==> src/logic/tcmu_consts.svh <==
// Constants for the timer compare match unit
`ifndef TCMU_CONSTS_SVH
`define TCMU_CONSTS_SVH

// Register byte offsets
`define TCMU_OFF_CTRL     8'h00
`define TCMU_OFF_CMPVAL   8'h04
`define TCMU_OFF_STATUS   8'h08
`define TCMU_OFF_COUNT    8'h0C
`define TCMU_OFF_EVCNT    8'h10

// Control register fields
`define TCMU_CTRL_MODE_LSB 0
`define TCMU_CTRL_MODE_MSB 3
`define TCMU_CTRL_TSEL     4
`define TCMU_CTRL_WIDTH    5

// Status register fields
`define TCMU_STAT_FLAG     0
`define TCMU_STAT_PIN      1

// Reset values
`define TCMU_RST_CTRL     5'h00
`define TCMU_RST_CMPVAL   16'h0000
`define TCMU_RST_EVCNT    16'h0000

// Mode select encodings
`define TCMU_MODE_SET     4'h8
`define TCMU_MODE_CLEAR   4'h9
`define TCMU_MODE_SWINT   4'hA
`define TCMU_MODE_SPECIAL 4'hB
`define TCMU_MODE_TOGGLE  4'h2

// AHB encodings
`define TCMU_HTRANS_NONSEQ 2'h2
`define TCMU_HTRANS_SEQ    2'h3
`define TCMU_HSIZE_WORD    3'h2

`endif

==> src/logic/tcmu_pkg.sv <==
// Types for the timer compare match unit
package tcmu_pkg;

  typedef enum logic [1:0] {
    TCMU_PIN_LATCH  = 2'b00,
    TCMU_PIN_HIGH   = 2'b01,
    TCMU_PIN_LOW    = 2'b10,
    TCMU_PIN_TOGGLE = 2'b11
  } tcmu_pin_act_t;

endpackage

==> src/logic/tcmu_cmp_reg.sv <==
// Compare value register with registered read port
`timescale 1ns/10ps
`default_nettype none
`include "tcmu_consts.svh"

module tcmu_cmp_reg #(
  parameter int WIDTH = 16
) (
  input  wire logic             clk,
  input  wire logic             rst,
  input  wire logic             wr_en,
  input  wire logic [WIDTH-1:0] wr_data,
  output var  logic [WIDTH-1:0] value,
  output var  logic [WIDTH-1:0] rd_data
);

  // Stored word and registered copy for the bus read path
  always_ff @(posedge clk) begin
    if (rst) begin
      value   <= WIDTH'(`TCMU_RST_CMPVAL);
      rd_data <= WIDTH'(`TCMU_RST_CMPVAL);
    end else begin
      if (wr_en) begin
        value <= wr_data;
      end
      rd_data <= value;
    end
  end

endmodule
`default_nettype wire

==> src/logic/tcmu_top.sv <==
// Timer compare match unit with AHB-Lite register slave
`timescale 1ns/10ps
`default_nettype none
`include "tcmu_consts.svh"

module tcmu_top
  import tcmu_pkg::*;
#(
  parameter int CW = 16
) (
  input  wire logic          CLK,
  input  wire logic          RST,
  input  wire logic          HSEL,
  input  wire logic [31:0]   HADDR,
  input  wire logic [1:0]    HTRANS,
  input  wire logic          HWRITE,
  input  wire logic [2:0]    HSIZE,
  input  wire logic [31:0]   HWDATA,
  input  wire logic          HREADY,
  output var  logic [31:0]   HRDATA,
  output var  logic          HREADYOUT,
  output var  logic          HRESP,
  input  wire logic [CW-1:0] FIRST_TIMER_COUNT,
  input  wire logic [CW-1:0] SECOND_TIMER_COUNT,
  input  wire logic          IO_LATCH,
  input  wire logic          PIN_DIRECTION_BIT,
  input  wire logic          ADC_ENABLED,
  output var  logic          COMPARE_OUTPUT_PIN,
  output var  logic          COMPARE_OUTPUT_OE,
  output var  logic          COMPARE_MATCH_FLAG,
  output var  logic          SPECIAL_TRIGGER,
  output var  logic          FIRST_TIMER_CLEAR,
  output var  logic          SECOND_TIMER_CLEAR,
  output var  logic          ADC_START
);

  // All state of the block apart from the compare value held in u_cmp
  typedef struct packed {
    logic [`TCMU_CTRL_WIDTH-1:0] ctrl;
    logic                        out_latch;
    logic                        flag;
    logic                        match_prev;
    logic [15:0]                 ev_count;
    logic                        trig;
    logic                        clr1;
    logic                        clr2;
    logic                        adc_go;
    logic                        pin;
    logic                        oe;
    logic                        dphase;
    logic                        dwrite;
    logic [7:0]                  daddr;
    logic [31:0]                 rdata;
  } tcmu_state_t;

  tcmu_state_t st_reg;
  tcmu_state_t st_next;

  logic [CW-1:0] cmp_value;
  logic          cmp_wr;
  logic [3:0]    mode;
  logic [CW-1:0] timebase;
  logic          match_now;
  logic          match_evt;
  tcmu_pin_act_t act;

  // Decode the mode field into a pin action
  function automatic tcmu_pin_act_t pin_action(input logic [3:0] m);
    case (m)
      `TCMU_MODE_SET:    pin_action = TCMU_PIN_HIGH;
      `TCMU_MODE_CLEAR:  pin_action = TCMU_PIN_LOW;
      `TCMU_MODE_TOGGLE: pin_action = TCMU_PIN_TOGGLE;
      default:           pin_action = TCMU_PIN_LATCH;
    endcase
  endfunction

  // True for any of the compare modes
  function automatic logic is_compare(input logic [3:0] m);
    is_compare = (m == `TCMU_MODE_SET) || (m == `TCMU_MODE_CLEAR) ||
                 (m == `TCMU_MODE_TOGGLE) || (m == `TCMU_MODE_SWINT) ||
                 (m == `TCMU_MODE_SPECIAL);
  endfunction

  assign mode = st_reg.ctrl[`TCMU_CTRL_MODE_MSB:`TCMU_CTRL_MODE_LSB];
  assign act  = pin_action(mode);

  assign timebase  = st_reg.ctrl[`TCMU_CTRL_TSEL] ? SECOND_TIMER_COUNT
                                                  : FIRST_TIMER_COUNT;
  assign match_now = is_compare(mode) && (timebase == cmp_value);
  // One event per match; a timer held at the value does not refire
  assign match_evt = match_now && !st_reg.match_prev;

  // Compare value write strobe from the data phase
  assign cmp_wr = st_reg.dphase && st_reg.dwrite &&
                  (st_reg.daddr == `TCMU_OFF_CMPVAL);

  tcmu_cmp_reg #(
    .WIDTH (CW)
  ) u_cmp (
    .clk     (CLK),
    .rst     (RST),
    .wr_en   (cmp_wr),
    .wr_data (HWDATA[CW-1:0]),
    .value   (cmp_value),
    .rd_data ()
  );

  // Next-state logic: bus slave and compare actions
  always_comb begin
    logic flag_clr;
    logic addr_ok;
    flag_clr = 1'b0;
    addr_ok  = 1'b0;
    st_next  = st_reg;

    // Pulses last one cycle
    st_next.trig   = 1'b0;
    st_next.clr1   = 1'b0;
    st_next.clr2   = 1'b0;
    st_next.adc_go = 1'b0;
    st_next.match_prev = match_now;

    // Data phase: writes land, read data was captured in address phase
    if (st_reg.dphase && st_reg.dwrite) begin
      case (st_reg.daddr)
        `TCMU_OFF_CTRL: begin
          st_next.ctrl = HWDATA[`TCMU_CTRL_WIDTH-1:0];
          // Clearing the control word resets the compare latch low; a match event in the same cycle wins
          if (HWDATA[`TCMU_CTRL_WIDTH-1:0] == `TCMU_RST_CTRL) begin
            st_next.out_latch = 1'b0;
          end
        end
        `TCMU_OFF_STATUS: begin
          flag_clr = HWDATA[`TCMU_STAT_FLAG];
        end
        default: begin
        end
      endcase
    end

    // sticky flag, write one to clear
    if (flag_clr) begin
      st_next.flag = 1'b0;
    end

    if (match_evt) begin
      case (act)
        TCMU_PIN_HIGH:   st_next.out_latch = 1'b1;
        TCMU_PIN_LOW:    st_next.out_latch = 1'b0;
        TCMU_PIN_TOGGLE: st_next.out_latch = ~st_reg.out_latch;
        default:         st_next.out_latch = st_reg.out_latch;
      endcase
      // flag set on every match; set wins over clear
      st_next.flag     = 1'b1;
      st_next.ev_count = st_reg.ev_count + 16'h0001;
      if (mode == `TCMU_MODE_SPECIAL) begin
        st_next.trig = 1'b1;
        st_next.clr1 = !st_reg.ctrl[`TCMU_CTRL_TSEL];
        st_next.clr2 = st_reg.ctrl[`TCMU_CTRL_TSEL];
        st_next.adc_go = ADC_ENABLED;
      end
    end

    // pin reaches the pad only while direction bit is clear
    st_next.oe = !PIN_DIRECTION_BIT;
    // latch modes follow the ordinary I/O latch
    if (act == TCMU_PIN_LATCH) begin
      st_next.pin = IO_LATCH;
    end else begin
      st_next.pin = st_next.out_latch;
    end

    // Address phase capture
    addr_ok = HSEL && HREADY &&
              ((HTRANS == `TCMU_HTRANS_NONSEQ) ||
               (HTRANS == `TCMU_HTRANS_SEQ));
    st_next.dphase = addr_ok;
    st_next.dwrite = addr_ok && HWRITE;
    st_next.daddr  = HADDR[7:0];
    if (addr_ok && !HWRITE) begin
      case (HADDR[7:0])
        `TCMU_OFF_CTRL:
          st_next.rdata = {27'h000_0000, st_reg.ctrl};
        `TCMU_OFF_CMPVAL:
          st_next.rdata = {16'h0000, cmp_value};
        `TCMU_OFF_STATUS:
          st_next.rdata = {30'h0000_0000, st_reg.out_latch, st_reg.flag};
        `TCMU_OFF_COUNT:
          st_next.rdata = {16'h0000, timebase};
        `TCMU_OFF_EVCNT:
          st_next.rdata = {16'h0000, st_reg.ev_count};
        default:
          st_next.rdata = 32'h0000_0000;
      endcase
    end
  end

  // State register
  always_ff @(posedge CLK) begin
    if (RST) begin
      st_reg <= '0;
    end else begin
      st_reg <= st_next;
    end
  end

  // Read data straight from its register; no mux after the flop
  assign HRDATA = st_reg.rdata;
  // Zero wait states; response always OKAY
  assign HREADYOUT = 1'b1;
  assign HRESP     = 1'b0;

  // Outputs straight from the state register
  assign COMPARE_OUTPUT_PIN = st_reg.pin;
  assign COMPARE_OUTPUT_OE  = st_reg.oe;
  assign COMPARE_MATCH_FLAG = st_reg.flag;
  assign SPECIAL_TRIGGER    = st_reg.trig;
  assign FIRST_TIMER_CLEAR  = st_reg.clr1;
  assign SECOND_TIMER_CLEAR = st_reg.clr2;
  assign ADC_START          = st_reg.adc_go;

endmodule
`default_nettype wire

==> config.mk <==
export PLATFORM = sky130hd
export DESIGN_NAME = tcmu_top
export DESIGN_NICKNAME = d
export VERILOG_FILES = /design/src/logic/tcmu_pkg.sv /design/src/logic/tcmu_cmp_reg.sv /design/src/logic/tcmu_top.sv
export VERILOG_INCLUDE_DIRS = /design/src /design/src/logic
export SDC_FILE = /design/constraint.sdc
export NUM_CORES = 1
export LEC_CHECK = 0
export ABC_AREA = 1
export BUFFER_PORTS_ARGS = -buffer_cell sky130_fd_sc_hd__buf_2
export CAP_MARGIN = 20
export CORE_MARGIN = 2
export CORE_UTILIZATION = 50
export DETAILED_ROUTE_END_ITERATION = 10
export HOLD_SLACK_MARGIN = 0.06
export PLACE_DENSITY = 0.86
export REMOVE_ABC_BUFFERS = 1
export SLEW_MARGIN = 10
export SYNTH_ARGS = -nofsm -noshare
export SYNTH_HDL_FRONTEND = slang
export SYNTH_SLANG_ARGS = --single-unit
==> constraint.sdc <==
create_clock -name CLK -period 2.13 [get_ports CLK]
set_clock_uncertainty 0.1 [all_clocks]
set_input_delay 0.1065 -clock CLK [delete_from_list [all_inputs] [get_ports CLK]]
set_output_delay 0.1065 -clock CLK [all_outputs]
set_load 0.005 [all_outputs]
**Word-level counts from Yosys, hierarchy flattened**

Cells that the tools add are included.
W data, S select, Z words.

- Flip-flop bits (word level): 88
- Bits of input ports: 109
- Logic and storage cells: 75
- Output and inout port bits: 41
- RAM bits: 0
- Memories: 0
- Latch bits: 0
- Bits in read-only memories: 0

- $add $sub $neg: 1
- Magnitude comparators: 0
- Shifts and indexed selects: 0
- Muxes and demuxes: 13
- Multipliers: 0
- Reduce and logical (&&, ||, !) cells: 25
- Div/mod/pow operators: 0
- Equality and inequality tests: 17
- Bitwise gates (word level): 3

Operator list:

| operator | number |
|---|---|
| $pmux W16 S5 | 1 |
| $eq A8 B4 Y1 const B | 3 |
| $add A16 B1 Y16 const B | 1 |
| $eq A16 B16 Y1 | 1 |
| $eq A4 B4 Y1 const B | 4 |
| $eq A8 B3 Y1 const B | 2 |
| $logic_not A8 Y1 | 2 |
| $mux W16 | 1 |
| $eq A2 B2 Y1 const B | 4 |
| $eq A8 B5 Y1 const B | 1 |
| $logic_and A1 B1 Y1 | 8 |
| $mux W1 | 7 |
| $pmux W2 S3 | 1 |
| $logic_not A5 Y1 | 1 |
| $logic_or A1 B1 Y1 | 5 |
| $eq A4 B2 Y1 const B | 1 |
| $logic_not A1 Y1 | 4 |
| $mux W4 | 1 |
| $not A1 Y1 | 3 |
| $pmux W1 S3 | 1 |
| $reduce_or A3 Y1 | 1 |
| $eq A2 B1 Y1 const B | 1 |
| $logic_not A2 Y1 | 1 |
| $mux W2 | 1 |
| 3 further kinds | 3 |

**Longest topological paths before layout**

Gate-level depths: netlist of run 1.

- Word-level depth: 9
- Mapped depth: 16

**Hierarchy**

From an unflattened synthesis of run 1, not the netlist that was laid out.

- Cell total of the unflattened synthesis: 753
- Area total of the unflattened synthesis: 4,869.7 sq um

By module, submodules not included:

| module | cells an instance | area an instance (sq um) | sequential area each (sq um) | instances |
|---|---|---|---|---|
| tcmu_top | 602 | 3,728.6 | 1,121.1 | 1 |
| tcmu_cmp_reg | 151 | 1,141.1 | 640.6 | 1 |

**Least setup slack after synthesis of run 1**

Ideal clock, no wire load.

- Path kind: reg-to-reg
- From: register st_reg[71] in the netlist's numbering
- To: register st_reg[52] in the netlist's numbering
- Required time: 1.898 ns
- Stages on the path, launching flop included: 16
- Arrival: 1.585 ns
- Slack: 0.313 ns
- Buffers on the path: 3
- Path through: dfxtp_1 -> buf_6 -> inv_4 -> buf_6 -> nand2_2 -> nand2_1 -> nand2_1 -> nand2_1 -> nand2_1 -> nor2_1 -> nand2_1 -> nor2_4 -> nand3_2 -> buf_2 -> nand2_1 -> a21oi_1

- Word-level cells in the longest chain between the ends: 4

Ends and longest elaborated chain:

| what | line | RTL |
|---|---|---|
| start, declared | tcmu_top.sv:56 | `tcmu_state_t st_reg;` |
| start signal, assigned | tcmu_top.sv:203 | `st_reg <= st_next;` |
| $mux W16 | tcmu_top.sv:87 | `` assign timebase = st_reg.ctrl[`TCMU_CTRL_TSEL] ? SECOND_TIMER_COUNT `` |
| $eq A16 B16 Y1 | tcmu_top.sv:89 | `assign match_now = is_compare(mode) && (timebase == cmp_value);` |
| $logic_and A1 B1 Y1 | tcmu_top.sv:89 |  |
| $logic_and A1 B1 Y1 | tcmu_top.sv:91 | `assign match_evt = match_now && !st_reg.match_prev;` |

Every way passes these cells.
A chain may end at the register's enable or synchronous reset.

**Final worst setup path of run 1**

- From: register st_reg[71] in the netlist's numbering
- To: register st_reg[49] in the netlist's numbering

Same word-level chain as after synthesis.

==> results of run 1 <==
[cell usage in the layout (no fill, tap or decap), drive strengths merged]
| master | netlist | final |
|---|---|---|
| nand2 | 147 | 147 |
| buf | 43 | 108 |
| inv | 90 | 90 |
| dfxtp | 72 | 72 |
| a21oi | 63 | 63 |
| nor2 | 49 | 49 |
| o21ai | 45 | 45 |
| nand3 | 42 | 42 |
| dlygate4sd3 | 0 | 31 |
| nand4 | 18 | 18 |
| conb | 2 | 18 |
| nor3 | 16 | 16 |
| o22ai | 14 | 14 |
| xor2 | 12 | 12 |
| clkbuf | 16 | 11 |
| clkinv | 0 | 4 |
| a211oi | 2 | 2 |
| a31oi | 2 | 2 |
| bufinv | 0 | 2 |
| nor4 | 2 | 2 |
| o211ai | 1 | 1 |
| nor3b | 1 | 1 |
| o221ai | 1 | 1 |
| o2bb2ai | 1 | 1 |
| ha | 1 | 1 |
| clkinvlp | 0 | 1 |
[routing by layer]
metal / vias to the layer above / track usage [%] / share of wire [%] / wire length [µm]
met3: 47 / 4.19 / 8.2 / 1020
met2: 254 / 43.5 / 47 / 5880
met4: 0 / 13.2 / 3.7 / 459
li1: 2244 / - / - / -
met5: - / 0 / 0 / 0
met1: 2093 / 35.7 / 41 / 5050
[final cells by class]
class / instances / area, µm² / share of cell area, %
clock inverter: 6 / 82.6 / 1.58
multi-input combinational: 435 / 2110 / 40.5
timing repair buffer: 140 / 947 / 18.2
inverter: 90 / 350 / 6.72
clock buffer: 10 / 138 / 2.64
tap: 105 / 131 / 2.52
sequential: 72 / 1450 / 27.7
timing repair inverter: 1 / 8.76 / 0.168
[worst paths after layout]
check | startpoint | endpoint | cells after the start
max | st_reg[71] | st_reg[49] | 12
min | SECOND_TIMER_COUNT[0] | HRDATA[0] | 5
max reg2reg | st_reg[71] | st_reg[49] | 12
min reg2reg | HRDATA[9] | HRDATA[9] | 2
[through the flow]
stage	instance area, µm²	utilization, %	cells	total power [µW]
after floorplan	3850	-	597	1480
after global placement	4560	55.8	807	1590
after detailed placement	4560	55.8	807	1590
after CTS	5090	62.3	854	2820
after global routing	5220	63.8	859	2920
final	5220	63.8	859	2820
[worst max-delay path: stages (launching register included)]
cell and delay (ns):
dfxtp_4 0.40, buf_4 0.16, inv_6 0.10, nand2_1 0.10
nand3_2 0.08, nand2_1 0.05, nor2_1 0.14, nand2_1 0.09
nor2_2 0.11, nand4_1 0.20, buf_4 0.21, o21ai_0 0.14
a21oi_1 0.05
[cell families (layout without fill, tap and decap cells)]
logic type | count (synthesis) | after routing | share of synthesized area [%]
adders and majority gates | 1 | 1 | 0.300
buffers and inverters | 149 | 247 | 17.3
and+or+nand+nor | 275 | 275 | 28.8
DFF | 72 | 72 | 34.5
other | 2 | 18 | 0.180
xor gates and xnor gates | 12 | 12 | 2.52
AOI/OAI and AO/OA | 129 | 129 | 16.4
[what timing repair did]
| action | 4_1_cts | 5_1_grt |
|---|---|---|
| setup endpoints to repair | 0 | 25 |
| endpoints found under the hold margin | 34 | 0 |
| setup buffers | 0 | 3 |
| hold buffers | 31 | 0 |
| gates resized for setup | 0 | 21 |
[where the power goes]
part / internal [µW] / total (µW) / switching, µW
Combinational: 118 / 254 / 136
Clock: 685 / 1210 / 523
Sequential: 1360 / 1360 / 4.42
Total: 2160 / 2820 / 664
==> impl_metrics.ini, run 1 <==
[timing]
fmax_mhz = 484
setup-tns-final_ns = 0
setup_viol = 0
whs_ns = 0.111
period_share_pct = 97.1
layout_setup_ws_ns = 0.0627
rsz0062_at_grt = yes
relSlewSlack_pct = 50.1
maxSlewViolCount = 0
hold_violations = 0
worst_pin_slew_ns = 0.747
finalCriticalPeriod_ns = 2.07

[power_and_ir_drop]
peakVddDrop_mv = 0.478
p_per_area_mw_per_mm2 = 541
leakage_uw = 0.00231

[route]
via_count = 4638
drt_first_pass_iters = 5
routed_wl_um = 12400
viasPerCell = 5.40
avgRoutedWirePerCell_um = 14.4
drt_iter0_drc = 454
drcViolationCount = 0
antenna_left = 0

[yosys]
ys_warn_count = 0
synthesis.area_mm2 = 0.00418
synth_ff_type = dfxtp_1
ys_seq_elements = 72
synth-edff-count = 0
async_flop_share_pct = 0
yosysMostFrequentCell = nand2_1
synth_top_area_cell = dfxtp_1
synth_commonest_cells = nand2_1 (138), inv_1 (87), dfxtp_1 (72)
seq_area_frac_synth_pct = 34.5
postSynthCellCount = 640
ys_top_cells_by_area = dfxtp_1 (35%), nand2_1 (12%), inv_1 (7.8%)
synth_top_area_share_pct = 34.5
ys_types = 33
avgSynthCellArea_um2 = 6.52

[die]
die_h_um = 95.4
ioPinCount = 150
core_mm2 = 0.00818
fp.dieArea_mm2 = 0.00910
start_util_pct = 51.1
num_rows = 33
die_w_um = 95.4

[clocking]
insertion_delay_ns = 0.35
clock-sinks = 72
cts_inserted_buffers = 9
cts.path.max_buffers = 2
clk_pin_slew_worst_paths_ns = 0.08
cts-htree-levels = 3
ctsRootBufferMaster = clkbuf_8
cts_tree = yes

[status]
status = finished clean

[global_routing]
antenna_found_initial = 0
overflow = 0
grt_pass1_wl_um = 19300
grt_pass1_vias = 4241
grt_max_degree = 43
grt_usage_pct = 27.1

[cells_and_area]
drive_gt1_share_pct = 20.6
n_antenna_cell = 0
fin_nets = 859
largest_reg_flops = 29
nFillCells = 724
area_growth_pct = 24.9

[worst_setup_path]
ff2ff_setup_slack_ns = 0.06
endpoint_kind = flip-flop
criticalPathCategory = flip-flop to flip-flop
cp_max_fo = 10
crit_required_ns = 2.27
worstPathArrival_ns = 2.20
critPathLaunchType = flip-flop

[min_path]
hold_class = input pin to flip-flop

[placed_design]
gp_congestion = 0.944
place_hpwl_um = 8430
pre_cts_slack_ns = 0.0884
portBuffers = 87

[run]
cap_violations = 0
Power figures use the tool's default switching activity.
==> run 2: changes to the inputs <==
- CORE_UTILIZATION: 50 -> 52
- CTS_BUF_LIST: default -> sky130_fd_sc_hd__clkbuf_8
- GPL_TIMING_DRIVEN: default -> 0
- PLACE_DENSITY: 0.86 -> 0.89
==> run 2 against run 1 <==
The run now ends with setup timing left. Clock-buffer cell count stayed put. Global-route usage is 0.56 points higher. Register-to-register slack worse by 0.12 ns. Sequential share of layout area is 0.88 points lower. Via count is 5.4% higher.
==> impl_metrics.ini, run 2 (synthesized netlist as in run 1, its figures left out) <==
[route]
routed_wl_um = 13400
viasPerCell = 5.68
drt_iter0_drc = 563
via_count = 4887
antenna_left = 0
drt_first_pass_iters = 6
avgRoutedWirePerCell_um = 15.6
drcViolationCount = 0

[worst_setup_path]
critPathLaunchType = flip-flop
endpoint_kind = flip-flop
timing.rr.end = st_reg[52]
worstPathArrival_ns = 2.28
ff2ff_setup_slack_ns = -0.05
r2r-start = st_reg[71]
cp_max_fo = 7
criticalPathCategory = flip-flop to flip-flop
reg2reg_depth = 15
crit_required_ns = 2.23

[timing]
relSlewSlack_pct = 39.4
setup_viol = 16
rsz0062_at_grt = yes
fmax_mhz = 458
hold_violations = 0
period_share_pct = 103
maxSlewViolCount = 0
worst_pin_slew_ns = 0.909
finalCriticalPeriod_ns = 2.18
setup-tns-final_ns = -0.646
layout_setup_ws_ns = -0.0536

[clocking]
clock-sinks = 72
ctsRootBufferMaster = clkbuf_8
cts_inserted_buffers = 9
cts-htree-levels = 3
cts_tree = yes
cts.path.max_buffers = 2
insertion_delay_ns = 0.36
clk_pin_slew_worst_paths_ns = 0.08

[cells_and_area]
area_growth_pct = 29.0
fin_nets = 864
nFillCells = 599
final_common_cell = nand2_1
n_antenna_cell = 0
final_cells = 860
layout_common_cells = nand2_1 (119), buf_2 (88), inv_1 (86)
drive_gt1_share_pct = 24.5
largest_reg_flops = 29

[global_routing]
overflow = 0
grt_max_degree = 44
grt_pass1_vias = 4379
grt_pass1_wl_um = 19300
grt_usage_pct = 27.7
antenna_found_initial = 0

[min_path]
hold_class = input pin to flip-flop
holdPathEnd = HRDATA[1]
holdPathStages = 4
hp-start = HWRITE

[placed_design]
place_hpwl_um = 7980
portBuffers = 87
gp_congestion = 0.947
place_inst = 788

[power_and_ir_drop]
peakVddDrop_mv = 0.291
p_total_uw = 2610
p_per_area_mw_per_mm2 = 485
leakage_uw = 0.00236

[die]
die_w_um = 93.6
ioPinCount = 150
die_h_um = 93.6
fp.dieArea_mm2 = 0.00876
core_mm2 = 0.00777
start_util_pct = 53.8
num_rows = 32

[status]
status = finished with violations
violations = setup timing

[run]
cap_violations = 0
run 2: worst max-delay path, cell delays in order, from the launching register on:
cell,delay (ns)
dfxtp_4,0.37
buf_8,0.14
buf_12,0.13
inv_12,0.08
nand2_4,0.06
nand2_1,0.06
nand2_1,0.08
nand2_2,0.07
nand2_1,0.06
nor2_1,0.10
nand2_1,0.09
nor2_4,0.22
buf_6,0.14
nand3_4,0.12
nand2_1,0.12
a21oi_1,0.06
run 2: how the worst max path moves through the flow:
stage                     from        endpoint  slack [ns]  cells after the start
floorplan           st_reg[39]  u_cmp.value[0]       -0.83                      5
global placement    st_reg[39]  u_cmp.value[4]       -1.84                      5
detailed placement  st_reg[71]      st_reg[60]       -0.92                     13
CTS                   HADDR[2]       HRDATA[3]        0.01                      9
global route        st_reg[71]      st_reg[59]       -0.16                     15
finish              st_reg[71]      st_reg[52]       -0.05                     15
run 2: power by group:
group          internal [µW]  total, µW  switching [µW]
registers               1360       1360            4.94
clock network            446        990             544
logic                    120        264             144
total                   1920       2610             693
run 2: timing repair:
action | in CTS | in global routing
setup buffers | 8 | 15
pin swaps | 1 | 9
gates resized for setup | 7 | 61
hold buffers | 30 | 0
gates cloned | 0 | 3
endpoints found under the setup margin | 33 | 44
endpoints found under the hold margin | 34 | 0
run 2: routing by layer:
layer	global-route usage (%)	wire (µm)	part of all wire [%]	up-vias
met5	0	0	0	-
li1	-	-	-	2260
met1	33.7	5120	38	2178
met4	13.6	713	5.3	0
met2	47.1	6190	46	358
met3	4.83	1420	11	91
run 2: metrics by stage:
stage	instance area (µm²)	setup slack, ns	utilization (%)	hold WS (ns)
after floorplan	3850	-0.827	-	0.0732
after global placement	4420	-1.84	56.8	0.161
after detailed placement	4430	-0.921	57.1	0.168
after CTS	5000	0.00973	64.4	0.129
after global routing	5390	-0.164	69.3	0.123
final	5390	-0.0536	69.3	0.109
run 2: area by class of cell:
type / instances / area (µm²) / share of cell area [%]
clock buffers: 10 / 138 / 2.56
clock inverters: 5 / 33.8 / 0.627
well taps: 102 / 128 / 2.37
repair buffers: 143 / 983 / 18.3
inverters: 90 / 350 / 6.50
multi-input cells: 436 / 2280 / 42.3
repair inverters: 2 / 27.5 / 0.511
flip-flops and latches: 72 / 1450 / 26.8
==> run 3: changes to the inputs <==
- CORE_UTILIZATION: 52 -> 54
- PLACE_DENSITY: 0.89 -> 0.85
- SYNTH_HIERARCHICAL: default -> 1
==> run 3 against run 2 <==
Critical endpoint is now st_reg[58]. Worst setup slack improved by 0.038 ns. Largest cell class unchanged. Worst hold slack worse by 0.042 ns. Critical path type unchanged. Non-clock buffer count shrank 13. Final cell count up 6.4%. The run still ends with setup timing left. Register-to-register slack better by 0.04 ns. Sequential share of layout area about the same. Highest routed layer unchanged. Critical path depth decreased by 3. Utilization decreased by 2.9 points. Clock-buffer cell count fell by 1. Sequential power about the same. Synthesized cell count grew 10%.
==> impl_metrics.ini, run 3 <==
[route]
antenna_left = 0
via_count = 4976
drcViolationCount = 0
drt_first_pass_iters = 5
drt_iter0_drc = 425
viasPerCell = 5.44
routed_wl_um = 13300
avgRoutedWirePerCell_um = 14.5

[worst_setup_path]
timing.rr.end = st_reg[58]
worstPathArrival_ns = 2.24
crit_required_ns = 2.22
cp_max_fo = 7
criticalPathCategory = flip-flop to flip-flop
r2r-start = st_reg[71]
critPathLaunchType = flip-flop
crit_path_start = st_reg[71]
ff2ff_setup_slack_ns = -0.02
reg2reg_depth = 12
setup.worst_path.end = st_reg[58]
endpoint_kind = flip-flop

[power_and_ir_drop]
p_clk_share_pct = 41.3
leakage_uw = 0.00243
switching_share_pct = 27.1
switching_power_uw = 754
power.internal_uw = 2030
power_frac_seq_pct = 48.9
peakVddDrop_mv = 0.346
comb_power_share_pct = 9.8
p_per_area_mw_per_mm2 = 518

[placed_design]
placed_area_mm2 = 0.00466
place_hpwl_um = 8690
pre_cts_slack_ns = -1.09
portBuffers = 87
gp_congestion = 0.958

[timing]
period_share_pct = 101
finalCriticalPeriod_ns = 2.15
layout_setup_ws_ns = -0.0157
setup_viol = 1
relSlewSlack_pct = 34.7
rsz0062_at_grt = yes
fmax_mhz = 466
setup-tns-final_ns = -0.0157
maxSlewViolCount = 0
hold_violations = 0
worst_pin_slew_ns = 0.979

[global_routing]
antenna_found_initial = 0
grt_usage_pct = 28.8
overflow = 0
grt_max_degree = 48
grt_pass1_wl_um = 20000
grt_pass1_vias = 4356

[run]
cap_violations = 0

[clocking]
cts_tree = yes
clock-sinks = 72
ctsRootBufferMaster = clkbuf_8
cts_inserted_buffers = 9
clk_pin_slew_worst_paths_ns = 0.08
cts-htree-levels = 3
insertion_delay_ns = 0.36
cts.path.max_buffers = 2

[cells_and_area]
n_antenna_cell = 0
fin_area_mm2 = 0.00538
drive_gt1_share_pct = 18.3
layout_common_cells = nand2_1 (180), nor2_1 (93), inv_1 (87), buf_2 (87), dfxtp_1 (71)
area_growth_pct = 21.6
fin_nets = 915
largest_reg_flops = 29
final_common_cell = nand2_1

[die]
die_w_um = 94.5
die_h_um = 94.5
core_mm2 = 0.00809
start_util_pct = 54.7
fp.dieArea_mm2 = 0.00893
ioPinCount = 150
num_rows = 33

[yosys]
synthesis.area_mm2 = 0.00442
avgSynthCellArea_um2 = 6.28
postSynthCellCount = 704
ys_warn_count = 6

[status]
status = finished with violations
violations = setup timing

[min_path]
holdPathStages = 4
hold_class = input pin to flip-flop
-- run 3: worst min path at each step --
| stage | to | startpoint |
|---|---|---|
| final | HRDATA[3] | HWRITE |
| after global routing | HRDATA[2] | HWRITE |
| after CTS | HRDATA[13] | SECOND_TIMER_COUNT[13] |
| after detailed placement | COMPARE_OUTPUT_OE | PIN_DIRECTION_BIT |
| after global placement | COMPARE_OUTPUT_OE | PIN_DIRECTION_BIT |
| after floorplan | COMPARE_OUTPUT_OE | RST |
-- run 3: power groups by stage --
stage	sequential [µW]	clock [µW]	combinational [µW]
after CTS	1360	1140	259
after global placement	1390	0	212
after detailed placement	1390	0	217
final	1360	1150	274
after floorplan	1390	0	109
after global routing	1360	1180	306
-- run 3: critical path, cell delays in order, from the launching register on --
cell	delay, ns
dfxtp_4	0.46
buf_4	0.15
nand2_1	0.09
nand2_1	0.12
nand2_1	0.08
nand2_1	0.10
nand2_1	0.07
nor2_1	0.09
nand2_1	0.09
nor2_4	0.26
nand3_4	0.17
nand2_1	0.11
a21oi_1	0.07
-- run 3: layer usage --
metal | routed length (µm) | track usage [%] | vias up
met5 | 0 | 0 | -
li1 | - | - | 2379
met4 | 608 | 13.2 | 0
met3 | 1240 | 5.35 | 62
met2 | 6210 | 49.0 | 284
met1 | 5190 | 35.3 | 2251
-- run 3: final cells by class --
type	instances	area [µm²]
Clock buffer	9	124
Clock inverter	7	77.6
Fill cell	745	2710
Inverter	92	358
Multi-Input combinational cell	500	2370
Sequential cell	72	1450
Tap cell	105	131
Timing Repair Buffer	130	875
-- run 3: timing repair --
item	4_1_cts	5_1_grt
pin swaps	1	15
buffers inserted	4	4
hold buffers	30	0
endpoints found under the setup margin	39	32
endpoints found under the hold margin	34	0
gates resized for setup	6	25
cloned	0	2
-- run 3: per-stage QoR --
| stage | cells | power, µW | utilization (%) | hold slack, ns |
|---|---|---|---|---|
| 2_1_floorplan | 663 | 1500 | - | 0.0732 |
| 3_3_place_gp | 855 | 1600 | 57.2 | 0.167 |
| 3_5_place_dp | 858 | 1610 | 57.6 | 0.167 |
| 4_1_cts | 908 | 2760 | 64.4 | 0.138 |
| 5_1_grt | 915 | 2850 | 66.5 | 0.0983 |
| 6_report | 915 | 2780 | 66.5 | 0.0665 |
